===== config.mk =====
export PLATFORM = sky130hd
export DESIGN_NAME = erf_receive_filter
export DESIGN_NICKNAME = d
export VERILOG_FILES = /design/src/erf_pkg.sv /design/src/erf_crc32.sv /design/src/erf_receive_filter.sv
export VERILOG_INCLUDE_DIRS = /design/src
export SDC_FILE = /design/constraint.sdc
export NUM_CORES = 1
export LEC_CHECK = 0
export BUFFER_PORTS_ARGS = -buffer_cell sky130_fd_sc_hd__buf_2
export CELL_PAD_IN_SITES_DETAIL_PLACEMENT = 1
export CELL_PAD_IN_SITES_GLOBAL_PLACEMENT = 1
export CORE_MARGIN = 2
export CORE_UTILIZATION = 50
export CTS_BUF_LIST = sky130_fd_sc_hd__clkbuf_16
export CTS_CLUSTER_SIZE = 14
export DETAILED_ROUTE_END_ITERATION = 8
export HOLD_SLACK_MARGIN = 0.08
export MAX_ROUTING_LAYER = met4
export PLACE_DENSITY = 0.88
export SYNTH_ARGS = -nofsm -noshare
export SYNTH_HDL_FRONTEND = slang
export SYNTH_SLANG_ARGS = --single-unit
export TNS_END_PERCENT = 20

===== constraint.sdc =====
create_clock -name pclk -period 14.3 [get_ports pclk]
set_input_delay 2.86 -clock pclk [delete_from_list [all_inputs] [get_ports pclk]]
set_output_delay 2.86 -clock pclk [all_outputs]
set_load 0.02 [all_outputs]

===== src/erf_map.svh =====
// Register offsets, field positions, reset values and frame constants of the receive filter.
`ifndef ERF_MAP_SVH
`define ERF_MAP_SVH

`define ERF_OFF_CTRL 8'h00
`define ERF_OFF_STATION_LO 8'h04
`define ERF_OFF_STATION_HI 8'h08
`define ERF_OFF_PAT_OFFSET 8'h0c
`define ERF_OFF_PAT_MASK_LO 8'h10
`define ERF_OFF_PAT_MASK_HI 8'h14
`define ERF_OFF_PAT_CSUM 8'h18
`define ERF_OFF_HASH_LO 8'h1c
`define ERF_OFF_HASH_HI 8'h20
`define ERF_OFF_STATUS 8'h24

`define ERF_BIT_STATION 7
`define ERF_BIT_COMBINE 6
`define ERF_BIT_FCS 5
`define ERF_BIT_PATTERN 4
`define ERF_BIT_WAKEUP 3
`define ERF_BIT_HASH 2
`define ERF_BIT_GROUP 1
`define ERF_BIT_ALL_ONES 0
`define ERF_TEST_MASK 8'h9f

`define ERF_RST_CTRL 8'ha1

`define ERF_DA_BYTES 16'd6
`define ERF_DATA_START 16'd14
`define ERF_SYNC_BYTES 3'd6
`define ERF_WAKE_REPS 5'd16
`define ERF_WINDOW 17'd64
`define ERF_HASH_HI 28
`define ERF_HASH_LO 23
`define ERF_CRC_POLY 32'hedb88320
`define ERF_CRC_INIT 32'hffffffff

`endif


===== src/erf_pkg.sv =====
// Types shared by the receive filter modules.
`include "erf_map.svh"

package erf_pkg;

    typedef enum logic [0:0] {
        st_idle = 1'b0,
        st_frame = 1'b1
    } erf_state_t;

    typedef struct packed {
        logic [31:0] crc;
    } erf_crc_t;

    typedef struct packed {
        logic [7:0] ctrl;
        logic [47:0] station;
        logic [15:0] pat_off;
        logic [63:0] pat_mask;
        logic [15:0] pat_csum;
        logic [63:0] hash_tbl;
        logic pready;
        logic pslverr;
        logic [31:0] prdata;
        erf_state_t st;
        logic [15:0] pos;
        logic [47:0] dst;
        logic [15:0] sum;
        logic odd;
        logic [2:0] ff_cnt;
        logic [2:0] wk_byte;
        logic [4:0] wk_rep;
        logic wk_hit;
        logic verdict_valid;
        logic verdict_accept;
        logic [7:0] last_pass;
        logic [7:0] accept_cnt;
    } erf_regs_t;

endpackage


===== src/erf_crc32.sv =====
// Byte-wide CRC-32 engine used to hash the destination address.
`timescale 1ns/1ps

module erf_crc32 (
    // Clock and reset.
    input wire logic pclk,
    input wire logic presetn,
    // Byte stream.
    input wire logic start,
    input wire logic enable,
    input wire logic [7:0] data,
    // Running remainder.
    output logic [31:0] crc
);
    erf_pkg::erf_crc_t r;
    erf_pkg::erf_crc_t next_r;

    // Reflected CRC, least significant bit first, no final inversion.
    function automatic logic [31:0] step(input logic [31:0] seed, input logic [7:0] b);
        logic [31:0] c;
        c = seed ^ {24'h000000, b};
        for (int i = 0; i < 8; i++) begin
            c = c[0] ? ((c >> 1) ^ `ERF_CRC_POLY) : (c >> 1);
        end
        return c;
    endfunction

    always_comb begin
        next_r = r;
        if (enable) begin
            next_r.crc = step(start ? `ERF_CRC_INIT : r.crc, data);
        end
    end

    always_ff @(posedge pclk or negedge presetn) begin
        if (!presetn) begin
            r <= '{crc: `ERF_CRC_INIT};
        end else begin
            r <= next_r;
        end
    end

    assign crc = r.crc;
endmodule


===== src/erf_receive_filter.sv =====
// Receive packet filter with APB register access.
//
// The placing of the registers and register access over APB were chosen for this implementation.
`timescale 1ns/1ps

module erf_receive_filter #(
    parameter int WINDOW_BYTES = 64,
    parameter int HASH_ENTRIES = 64
) (
    // APB slave.
    input wire logic pclk,
    input wire logic presetn,
    input wire logic psel,
    input wire logic penable,
    input wire logic pwrite,
    input wire logic [7:0] paddr,
    input wire logic [31:0] pwdata,
    output logic [31:0] prdata,
    output logic pready,
    output logic pslverr,
    // Received byte stream from the physical layer.
    input wire logic rx_valid,
    input wire logic rx_first,
    input wire logic rx_last,
    input wire logic [7:0] rx_data,
    input wire logic rx_fcs_ok,
    // Frame verdict.
    output logic verdict_valid,
    output logic verdict_accept
);
    if (WINDOW_BYTES != 64 || HASH_ENTRIES != 64) begin : g_bad_size
        $error("window and hash table are fixed at 64 entries");
    end

    erf_pkg::erf_regs_t r;
    erf_pkg::erf_regs_t next_r;
    logic [31:0] crc;
    logic [7:0] pass;
    logic done;
    logic apb_write;
    logic apb_access;
    logic [15:0] p;
    logic [15:0] rel;
    logic [16:0] win_end;
    logic in_win;
    logic [15:0] word;
    logic [16:0] sum17;
    logic [5:0] hash_idx;
    logic combined;
    logic keep;

    // The remainder freezes after the sixth address byte and stands until the next first byte.
    erf_crc32 u_hash_crc (
        .pclk(pclk),
        .presetn(presetn),
        .start(rx_valid && rx_first),
        .enable(rx_valid && (rx_first || (r.st == erf_pkg::st_frame && r.pos < `ERF_DA_BYTES))),
        .data(rx_data),
        .crc(crc)
    );

    assign apb_access = psel && penable;
    assign apb_write = apb_access && pwrite && r.pready;

    always_comb begin
        next_r = r;
        p = rx_first ? 16'h0000 : r.pos;
        rel = p - r.pat_off;
        in_win = (p >= r.pat_off) && (rel < 16'(WINDOW_BYTES));
        word = 16'h0000;
        sum17 = 17'h00000;
        done = 1'b0;
        next_r.verdict_valid = 1'b0;

        // Register access: the answer is registered, so every transfer takes one wait state.
        next_r.pready = apb_access && !r.pready;
        if (apb_access && !r.pready) begin
            next_r.pslverr = 1'b0;
            case (paddr)
                `ERF_OFF_CTRL: next_r.prdata = {24'h000000, r.ctrl};
                `ERF_OFF_STATION_LO: next_r.prdata = r.station[31:0];
                `ERF_OFF_STATION_HI: next_r.prdata = {16'h0000, r.station[47:32]};
                `ERF_OFF_PAT_OFFSET: next_r.prdata = {16'h0000, r.pat_off};
                `ERF_OFF_PAT_MASK_LO: next_r.prdata = r.pat_mask[31:0];
                `ERF_OFF_PAT_MASK_HI: next_r.prdata = r.pat_mask[63:32];
                `ERF_OFF_PAT_CSUM: next_r.prdata = {16'h0000, r.pat_csum};
                `ERF_OFF_HASH_LO: next_r.prdata = r.hash_tbl[31:0];
                `ERF_OFF_HASH_HI: next_r.prdata = r.hash_tbl[63:32];
                `ERF_OFF_STATUS: next_r.prdata = {8'h00, r.accept_cnt, r.last_pass,
                                                  7'h00, r.verdict_accept};
                default: begin
                    next_r.prdata = 32'h00000000;
                    next_r.pslverr = 1'b1;
                end
            endcase
        end
        if (apb_write) begin
            case (paddr)
                `ERF_OFF_CTRL: next_r.ctrl = pwdata[7:0];
                `ERF_OFF_STATION_LO: next_r.station[31:0] = pwdata;
                `ERF_OFF_STATION_HI: next_r.station[47:32] = pwdata[15:0];
                `ERF_OFF_PAT_OFFSET: next_r.pat_off = pwdata[15:0];
                `ERF_OFF_PAT_MASK_LO: next_r.pat_mask[31:0] = pwdata;
                `ERF_OFF_PAT_MASK_HI: next_r.pat_mask[63:32] = pwdata;
                `ERF_OFF_PAT_CSUM: next_r.pat_csum = pwdata[15:0];
                `ERF_OFF_HASH_LO: next_r.hash_tbl[31:0] = pwdata;
                `ERF_OFF_HASH_HI: next_r.hash_tbl[63:32] = pwdata;
                default: next_r.ctrl = r.ctrl;
            endcase
        end

        // Frame walk. A first byte always restarts, so a truncated frame cannot leak state.
        if (rx_valid && (rx_first || r.st == erf_pkg::st_frame)) begin
            if (rx_first) begin
                next_r.dst = 48'h000000000000;
                next_r.sum = 16'h0000;
                next_r.odd = 1'b0;
                next_r.ff_cnt = 3'd0;
                next_r.wk_byte = 3'd0;
                next_r.wk_rep = 5'd0;
                next_r.wk_hit = 1'b0;
            end
            next_r.st = erf_pkg::st_frame;
            next_r.pos = p + 16'h0001;
            if (p < `ERF_DA_BYTES) begin
                next_r.dst[{p[2:0], 3'b000} +: 8] = rx_data;
            end
            // Only bytes with their mask bit set advance the word alignment.
            if (in_win && r.pat_mask[rel[5:0]]) begin
                word = next_r.odd ? {8'h00, rx_data} : {rx_data, 8'h00};
                sum17 = {1'b0, next_r.sum} + {1'b0, word};
                next_r.sum = sum17[15:0] + {15'h0000, sum17[16]};
                next_r.odd = !next_r.odd;
            end
            // Sync run of all-ones bytes, then sixteen station address copies.
            if (p >= `ERF_DATA_START && !next_r.wk_hit) begin
                if (next_r.wk_byte != 3'd0 || next_r.wk_rep != 5'd0) begin
                    if (rx_data == r.station[{next_r.wk_byte, 3'b000} +: 8]) begin
                        if (next_r.wk_byte == 3'd5) begin
                            next_r.wk_byte = 3'd0;
                            next_r.wk_rep = next_r.wk_rep + 5'd1;
                            next_r.wk_hit = (next_r.wk_rep == `ERF_WAKE_REPS);
                        end else begin
                            next_r.wk_byte = next_r.wk_byte + 3'd1;
                        end
                    end else begin
                        next_r.wk_byte = 3'd0;
                        next_r.wk_rep = 5'd0;
                        next_r.ff_cnt = (rx_data == 8'hff) ? 3'd1 : 3'd0;
                    end
                end else if (next_r.ff_cnt == `ERF_SYNC_BYTES
                             && rx_data == r.station[7:0]) begin
                    next_r.wk_byte = 3'd1;
                end else if (rx_data == 8'hff) begin
                    if (next_r.ff_cnt != `ERF_SYNC_BYTES) begin
                        next_r.ff_cnt = next_r.ff_cnt + 3'd1;
                    end
                end else begin
                    next_r.ff_cnt = 3'd0;
                end
            end
            if (rx_last) begin
                done = 1'b1;
                next_r.st = erf_pkg::st_idle;
            end
        end

        // Live control values are used, so a write during a frame applies at its last byte.
        // Test results, taken from the state that includes the last byte.
        win_end = {1'b0, r.pat_off} + `ERF_WINDOW;
        hash_idx = crc[`ERF_HASH_HI:`ERF_HASH_LO];
        pass = 8'h00;
        pass[`ERF_BIT_STATION] = (next_r.dst == r.station);
        pass[`ERF_BIT_PATTERN] = ({1'b0, next_r.pos} >= win_end)
                                 && (~next_r.sum == r.pat_csum);
        pass[`ERF_BIT_WAKEUP] = pass[`ERF_BIT_STATION] && next_r.wk_hit;
        pass[`ERF_BIT_HASH] = r.hash_tbl[hash_idx];
        pass[`ERF_BIT_GROUP] = next_r.dst[0];
        pass[`ERF_BIT_ALL_ONES] = &next_r.dst;

        if (r.ctrl[`ERF_BIT_COMBINE]) begin
            combined = &(~(r.ctrl & `ERF_TEST_MASK) | pass);
        end else begin
            combined = |(r.ctrl & `ERF_TEST_MASK & pass);
        end
        if (r.ctrl == 8'h00) begin
            keep = 1'b1;
        end else begin
            keep = combined && !(r.ctrl[`ERF_BIT_FCS] && !rx_fcs_ok);
        end

        if (done) begin
            next_r.verdict_valid = 1'b1;
            next_r.verdict_accept = keep;
            next_r.last_pass = pass;
            if (keep) begin
                next_r.accept_cnt = r.accept_cnt + 8'h01;
            end
        end
    end

    always_ff @(posedge pclk or negedge presetn) begin
        if (!presetn) begin
            r <= '{ctrl: `ERF_RST_CTRL, st: erf_pkg::st_idle, default: '0};
        end else begin
            r <= next_r;
        end
    end

    assign prdata = r.prdata;
    assign pready = r.pready;
    assign pslverr = r.pslverr;
    assign verdict_valid = r.verdict_valid;
    assign verdict_accept = r.verdict_accept;
endmodule


==> results of run 1 <==
## power groups by stage
| stage | registers, mW | logic, mW | clock network [mW] |
|---|---|---|---|
| finish | 1.36 | 1.11 | 1.13 |
| global route | 1.37 | 1.17 | 1.17 |
| CTS | 1.35 | 1.08 | 1.13 |
| detailed placement | 1.37 | 1.04 | 0 |
| global placement | 1.36 | 0.984 | 0 |
| floorplan | 1.29 | 0.792 | 0 |
## stage by stage
| stage | utilization | setup slack [ns] | total power [mW] | cells | hold slack (ns) |
|---|---|---|---|---|---|
| after global placement | 0.520 | 4.70 | 2.34 | 3040 | 0.459 |
| after detailed placement | 0.520 | 4.42 | 2.41 | 3040 | 0.464 |
| final | 0.548 | 4.78 | 3.60 | 3126 | 0.480 |
| after floorplan | - | 5.08 | 2.08 | 2432 | 0.441 |
| after global routing | 0.548 | 4.25 | 3.70 | 3124 | 0.494 |
| after CTS | 0.548 | 4.92 | 3.56 | 3117 | 0.482 |
## state kept, by name (all words and copies together) (netlist names)
signal,flops
r,324
prdata,32
u_hash_crc.crc,32
pready,1
pslverr,1
verdict_accept,1
verdict_valid,1
## worst min-delay path: stages, from the launching register on
cell,delay [ns]
dfstp_2,0.37
nand2_1,0.04
o21ai_0,0.07
## per-layer routing
metal / global-route usage / vias up / share of wire / wire length [um]
met4: 0.246 / 0 / 0.071 / 7160
li1: - / 8996 / - / -
met2: 0.606 / 1708 / 0.45 / 44800
met3: 0.0919 / 555 / 0.11 / 10800
met1: 0.496 / 11500 / 0.37 / 37400
met5: - / - / 0 / 0
## logic make-up (layout without fill, tap and decap cells)
group / after synthesis / after routing / synth area share
AO/OA/AOI/OAI: 556 / 556 / 0.162
other: 0 / 9 / 0
XOR/XNOR: 180 / 180 / 0.0643
adder cells (fa/ha/maj): 60 / 60 / 0.0306
buffers and inverters: 240 / 261 / 0.0442
flip-flops: 392 / 392 / 0.399
multiplexers: 305 / 305 / 0.154
AND/OR/NAND/NOR: 699 / 699 / 0.146
## worst paths after layout
kind | startpoint | endpoint | cells past startpoint
setup / recovery | rx_first | r[2] | 19
hold / removal | u_hash_crc.crc[2] | u_hash_crc.crc[2] | 2
setup reg to reg | r[30] | r[2] | 27
hold reg to reg | u_hash_crc.crc[2] | u_hash_crc.crc[2] | 2
max in group asynchronous | presetn | r[289] | 2
min in group asynchronous | presetn | r[108] | 1
## cell type report
type / count / share of cell area
antenna: 9 / 0.000841
clock buffer: 43 / 0.0402
clock inverter: 34 / 0.0104
inverter: 66 / 0.00925
multi-input combinational: 1800 / 0.515
sequential: 392 / 0.368
tap: 664 / 0.0310
timing repair buffer: 118 / 0.0254
## cells in the final DEF (no fill, tap or decap), types with 54 or more instances in the layout
master	n
ha_1	54
mux2_2	229
nor2_1	108
inv_1	70
xnor2_1	129
o21ai_0	116
a21oi_1	85
nand2_1	214
buf_2	90
dfrtp_1	357
a22oi_1	56
nand3_1	100
==> flow_summary.yaml, run 1 <==
outcome:
  outcome: "finished, final reports clean"
grt:
  antenna_found_initial: 8
  first_global_vias: 23400
  grt_pass1_wl_um: 150000
  grt.overflow.total: 0
  grt_start_max_net_pins: 189
  track_usage: 0.403
floorplanning:
  initial_core_util: 0.506
  core_um2: 48800
  io_pins: 93
  die_w_um: 226
  die-height_um: 226
  row_count: 81
  die_area_um2: 51200
logic_synthesis:
  synth_area_leaders: "dfrtp_1, mux2_2, xnor2_1, dfstp_2, mux4_2"
  post-synth-top-count-cell: "dfrtp_1"
  synthesis.instances: 2432
  ys_seq_area_frac: 0.399
  synth_cell_type_count: 105
  synth_commonest_cells: "dfrtp_1, mux2_2, nand2_1, xnor2_1, o21ai_0"
  ys_seq_elements: 392
  synth_fp_nets: 2545
  synth.avg_cell_area_um2: 10.2
  synth_edf_count: 0
  yosysTopAreaCell: "dfrtp_1"
  syn_area_um2: 24700
  synth_top_cell_area_share: 0.361
  synth_flop_cell: "dfrtp_1"
  synth_warnings: 0
  async_flop_share: 1.00
detailed_routing:
  firstDrtPassIters: 8
  wirelength_um: 100000
  drcViolationCount: 0
  avgViaCountPerCell: 7.27
  num_vias: 22700
  avgRoutedWirePerCell_um: 32.0
  initialDrtViolationCount: 3155
  detail-route-antenna-nets: 0
finish:
  areaGrowthSynthToFinish_pct: 8.36
  multi_input_area_um2: 13800
  fillers: 5326
  drive_gt1_frac: 0.216
  final_nets: 2534
  fin_area_um2: 26800
  regArea_um2: 9850
clock_tree:
  clock_latency_ns: 0.61
  cts_tree: "done"
  htreeDepth: 2
  cts_hold_buf: 0
  max-clock-path-buffers: 3
  numCtsBuffers: 43
  cts_resized: 0
  clock-sinks: 392
  clk_pin_slew_ns: 0.06
  root_buffer: "clkbuf_16"
  postCtsSetupRepairBufs: 0
sta:
  final-hold-violation-count: 0
  period_share: 0.666
  slew_headroom: 0.0866
  slew_violations: 0
  clock_skew_ns: 0.0203
  setup_viol: 0
  fmaxAchievable_ghz: 0.105
  setup_tns_ns: 0
  min_period_ns: 9.52
  worst_pin_slew_ns: 1.37
  rsz0062_at_grt: "false"
power:
  switchingPower_mw: 1.35
  power_frac_comb: 0.308
  swShare: 0.374
  power_frac_seq: 0.379
  clkPwrFrac: 0.313
  power.density_nw_per_um2: 134
  peakVddDrop_uv: 107
  power_leakage_nw: 12.0
  p_int_mw: 2.25
critical_path:
  max_stage_delay_ns: 0.88
  path_cells: "buf_4 > buf_4 > nor2b_1 > inv_1 > ha_1 > ha_1 > or3b_2 > nor4_1 > a21boi_1 > a221oi_1 > or4_1 > nor4_1 > nand4_1 > a221oi_1 > o211ai_1 > or3b_1 > nor4_4 > o21ai_1 > xnor2_1"
  cp-end-kind: "flip-flop"
  crit_type: "input port to flip-flop"
  required_ns: 14.79
  start_kind: "input port"
  cp_max_fo: 74
  crit_buf_inv: 3
  crit_arrival_ns: 10.01
  crit_slowest_cell: "a21boi_1"
  reg2reg_slack_ns: 6.99
  crit_family: "simple AND/OR/NAND/NOR gates"
place:
  hpwl_um: 67700
  portBuffers: 92
  placed_cell_area_um2: 25400
  globalplace.congestion: 1.03
job:
  cap_violations: 0
min_path:
  hold_class: "flip-flop to flip-flop"
Power figures use the tool's default switching activity.
==> run 2: changes to the inputs <==
--- a/config.mk
+++ b/config.mk
@@ -10,13 +10,13 @@
 export CELL_PAD_IN_SITES_DETAIL_PLACEMENT = 1
 export CELL_PAD_IN_SITES_GLOBAL_PLACEMENT = 1
 export CORE_MARGIN = 2
-export CORE_UTILIZATION = 50
+export CORE_UTILIZATION = 45
 export CTS_BUF_LIST = sky130_fd_sc_hd__clkbuf_16
 export CTS_CLUSTER_SIZE = 14
 export DETAILED_ROUTE_END_ITERATION = 8
 export HOLD_SLACK_MARGIN = 0.08
 export MAX_ROUTING_LAYER = met4
-export PLACE_DENSITY = 0.88
+export PLACE_DENSITY = 0.84
 export SYNTH_ARGS = -nofsm -noshare
 export SYNTH_HDL_FRONTEND = slang
 export SYNTH_SLANG_ARGS = --single-unit
==> constraint.sdc (replaced) <==
create_clock -name pclk -period 7.6 [get_ports pclk]
set_input_delay 1.52 -clock pclk [delete_from_list [all_inputs] [get_ports pclk]]
set_output_delay 1.52 -clock pclk [all_outputs]
set_load 0.02 [all_outputs]
==> flow_summary.yaml, run 2 (same netlist as run 1, synthesis figures left out) <==
finish:
  fin_area_um2: 27200
  drive_gt1_frac: 0.227
  final_cell_mix: "dfrtp_1, mux2_2, nand2_1"
  fillers: 5937
  utilization: 0.504
  largest_reg_flops: 324
  final_nets: 2573
  final_common_cell: "dfrtp_1"
  top_register: "r"
  areaGrowthSynthToFinish_pct: 10.1
min_path:
  holdPathEnd: "u_hash_crc.crc[2]"
  hold_class: "flip-flop to flip-flop"
  min-delay-start: "u_hash_crc.crc[2]"
  holdPathStages: 2
clock_tree:
  cts_hold_buf: 0
  clock-sinks: 392
  clk_pin_slew_ns: 0.06
  root_buffer: "clkbuf_16"
  cts_resized: 0
  numCtsBuffers: 44
  htreeDepth: 2
  clock_latency_ns: 0.61
  cts_tree: "done"
  max-clock-path-buffers: 3
  postCtsSetupRepairBufs: 0
detailed_routing:
  firstDrtPassIters: 6
  detail-route-antenna-nets: 0
  avgRoutedWirePerCell_um: 30.2
  avgViaCountPerCell: 6.83
  drcViolationCount: 0
  num_vias: 21800
  initialDrtViolationCount: 2231
  wirelength_um: 96400
critical_path:
  required_ns: 8.10
  crit_buf_inv: 3
  path_cells: "buf_4 > inv_1 > nand2_1 > ha_1 > ha_1 > or3b_2 > nor4_1 > and2_1 > o31ai_1 > a2111oi_0 > nand4_1 > nor4_1 > nand4_1 > a221oi_1 > o211ai_1 > or3b_1 > nor4_4 > buf_4 > nor2_2 > mux2_4"
  crit_arrival_ns: 7.68
  cp_max_fo: 9
  max_stage_delay_ns: 0.85
  timing.rr.start: "r[96]"
  cp-end-kind: "flip-flop"
  crit_slowest_cell: "nor4_1"
  reg2reg_slack_ns: 0.92
  crit_family: "simple AND/OR/NAND/NOR gates"
  start_kind: "input port"
  r2r_end: "r[1]"
  r2r_cells: 19
  crit_type: "input port to flip-flop"
floorplanning:
  core_um2: 54000
  die_area_um2: 56800
  row_count: 85
  die-height_um: 238
  io_pins: 93
  die_w_um: 238
  initial_core_util: 0.457
outcome:
  outcome: "finished, final reports clean"
power:
  power.density_nw_per_um2: 252
  power_leakage_nw: 12.3
  peakVddDrop_uv: 321
sta:
  rsz0062_at_grt: "false"
  setup_viol: 0
  clock_skew_ns: 0.0250
  period_share: 0.944
  final-hold-violation-count: 0
  slew_violations: 0
  setup_slack_ns: 0.423
  setup_tns_ns: 0
  slew_headroom: 0.221
  min_period_ns: 7.18
  hold_ws_ns: 0.481
  fmaxAchievable_ghz: 0.139
  worst_pin_slew_ns: 1.17
grt:
  grt_pass1_wl_um: 146000
  grt.overflow.total: 0
  track_usage: 0.349
  grt_start_max_net_pins: 161
  first_global_vias: 22800
  antenna_found_initial: 3
place:
  place_ws_ns: -0.0149
  portBuffers: 92
  hpwl_um: 69700
  placed_cell_area_um2: 25700
  globalplace.congestion: 0.969
job:
  cap_violations: 0
-- run 2: power breakdown --
group | total (mW) | internal [mW] | leakage, nW | switching, mW
clock | 2.24 | 1.27 | 0.749 | 0.968
sequential | 2.58 | 2.31 | 5.32 | 0.267
combinational | 2.04 | 0.802 | 6.25 | 1.24
-- run 2: worst min-delay path, stage by stage (launching register included) --
cell	delay [ns]
dfstp_2	0.37
nand2_1	0.04
o21ai_0	0.07
-- run 2: stage by stage --
stage	total power [mW]	std cells
6_report	6.86	3191
2_1_floorplan	3.91	2432
4_1_cts	6.83	3189
3_5_place_dp	4.57	3110
3_3_place_gp	4.45	3110
5_1_grt	7.11	3191
-- run 2: area by class of cell --
| class | count | area [um2] | share of cell area |
|---|---|---|---|
| clock buffers | 44 | 1100 | 0.0405 |
| flip-flops and latches | 392 | 9850 | 0.362 |
| diodes | 2 | 5.00 | 0.000184 |
| repair buffers | 156 | 966 | 0.0355 |
| multi-input cells | 1800 | 13800 | 0.507 |
| clock inverters | 35 | 378 | 0.0139 |
| well taps | 696 | 871 | 0.0320 |
| inverters | 66 | 248 | 0.00910 |
-- run 2: how the worst max path moves through the flow --
stage	start	end	slack, ns	cells past startpoint
floorplan	rx_first	r[1]	0.006	31
global placement	rx_first	r[1]	0.24	29
detailed placement	rx_first	r[1]	-0.01	20
CTS	rx_first	r[1]	0.57	20
global route	rx_first	r[1]	0.16	20
finish	rx_first	r[1]	0.42	20
-- run 2: routing by layer --
| metal | GRT usage | vias to the layer above | part of all wire |
|---|---|---|---|
| li1 | - | 9041 | - |
| met1 | 0.440 | 11200 | 0.40 |
| met2 | 0.536 | 1189 | 0.45 |
| met3 | 0.0655 | 325 | 0.085 |
| met4 | 0.183 | 0 | 0.062 |
| met5 | - | - | 0 |
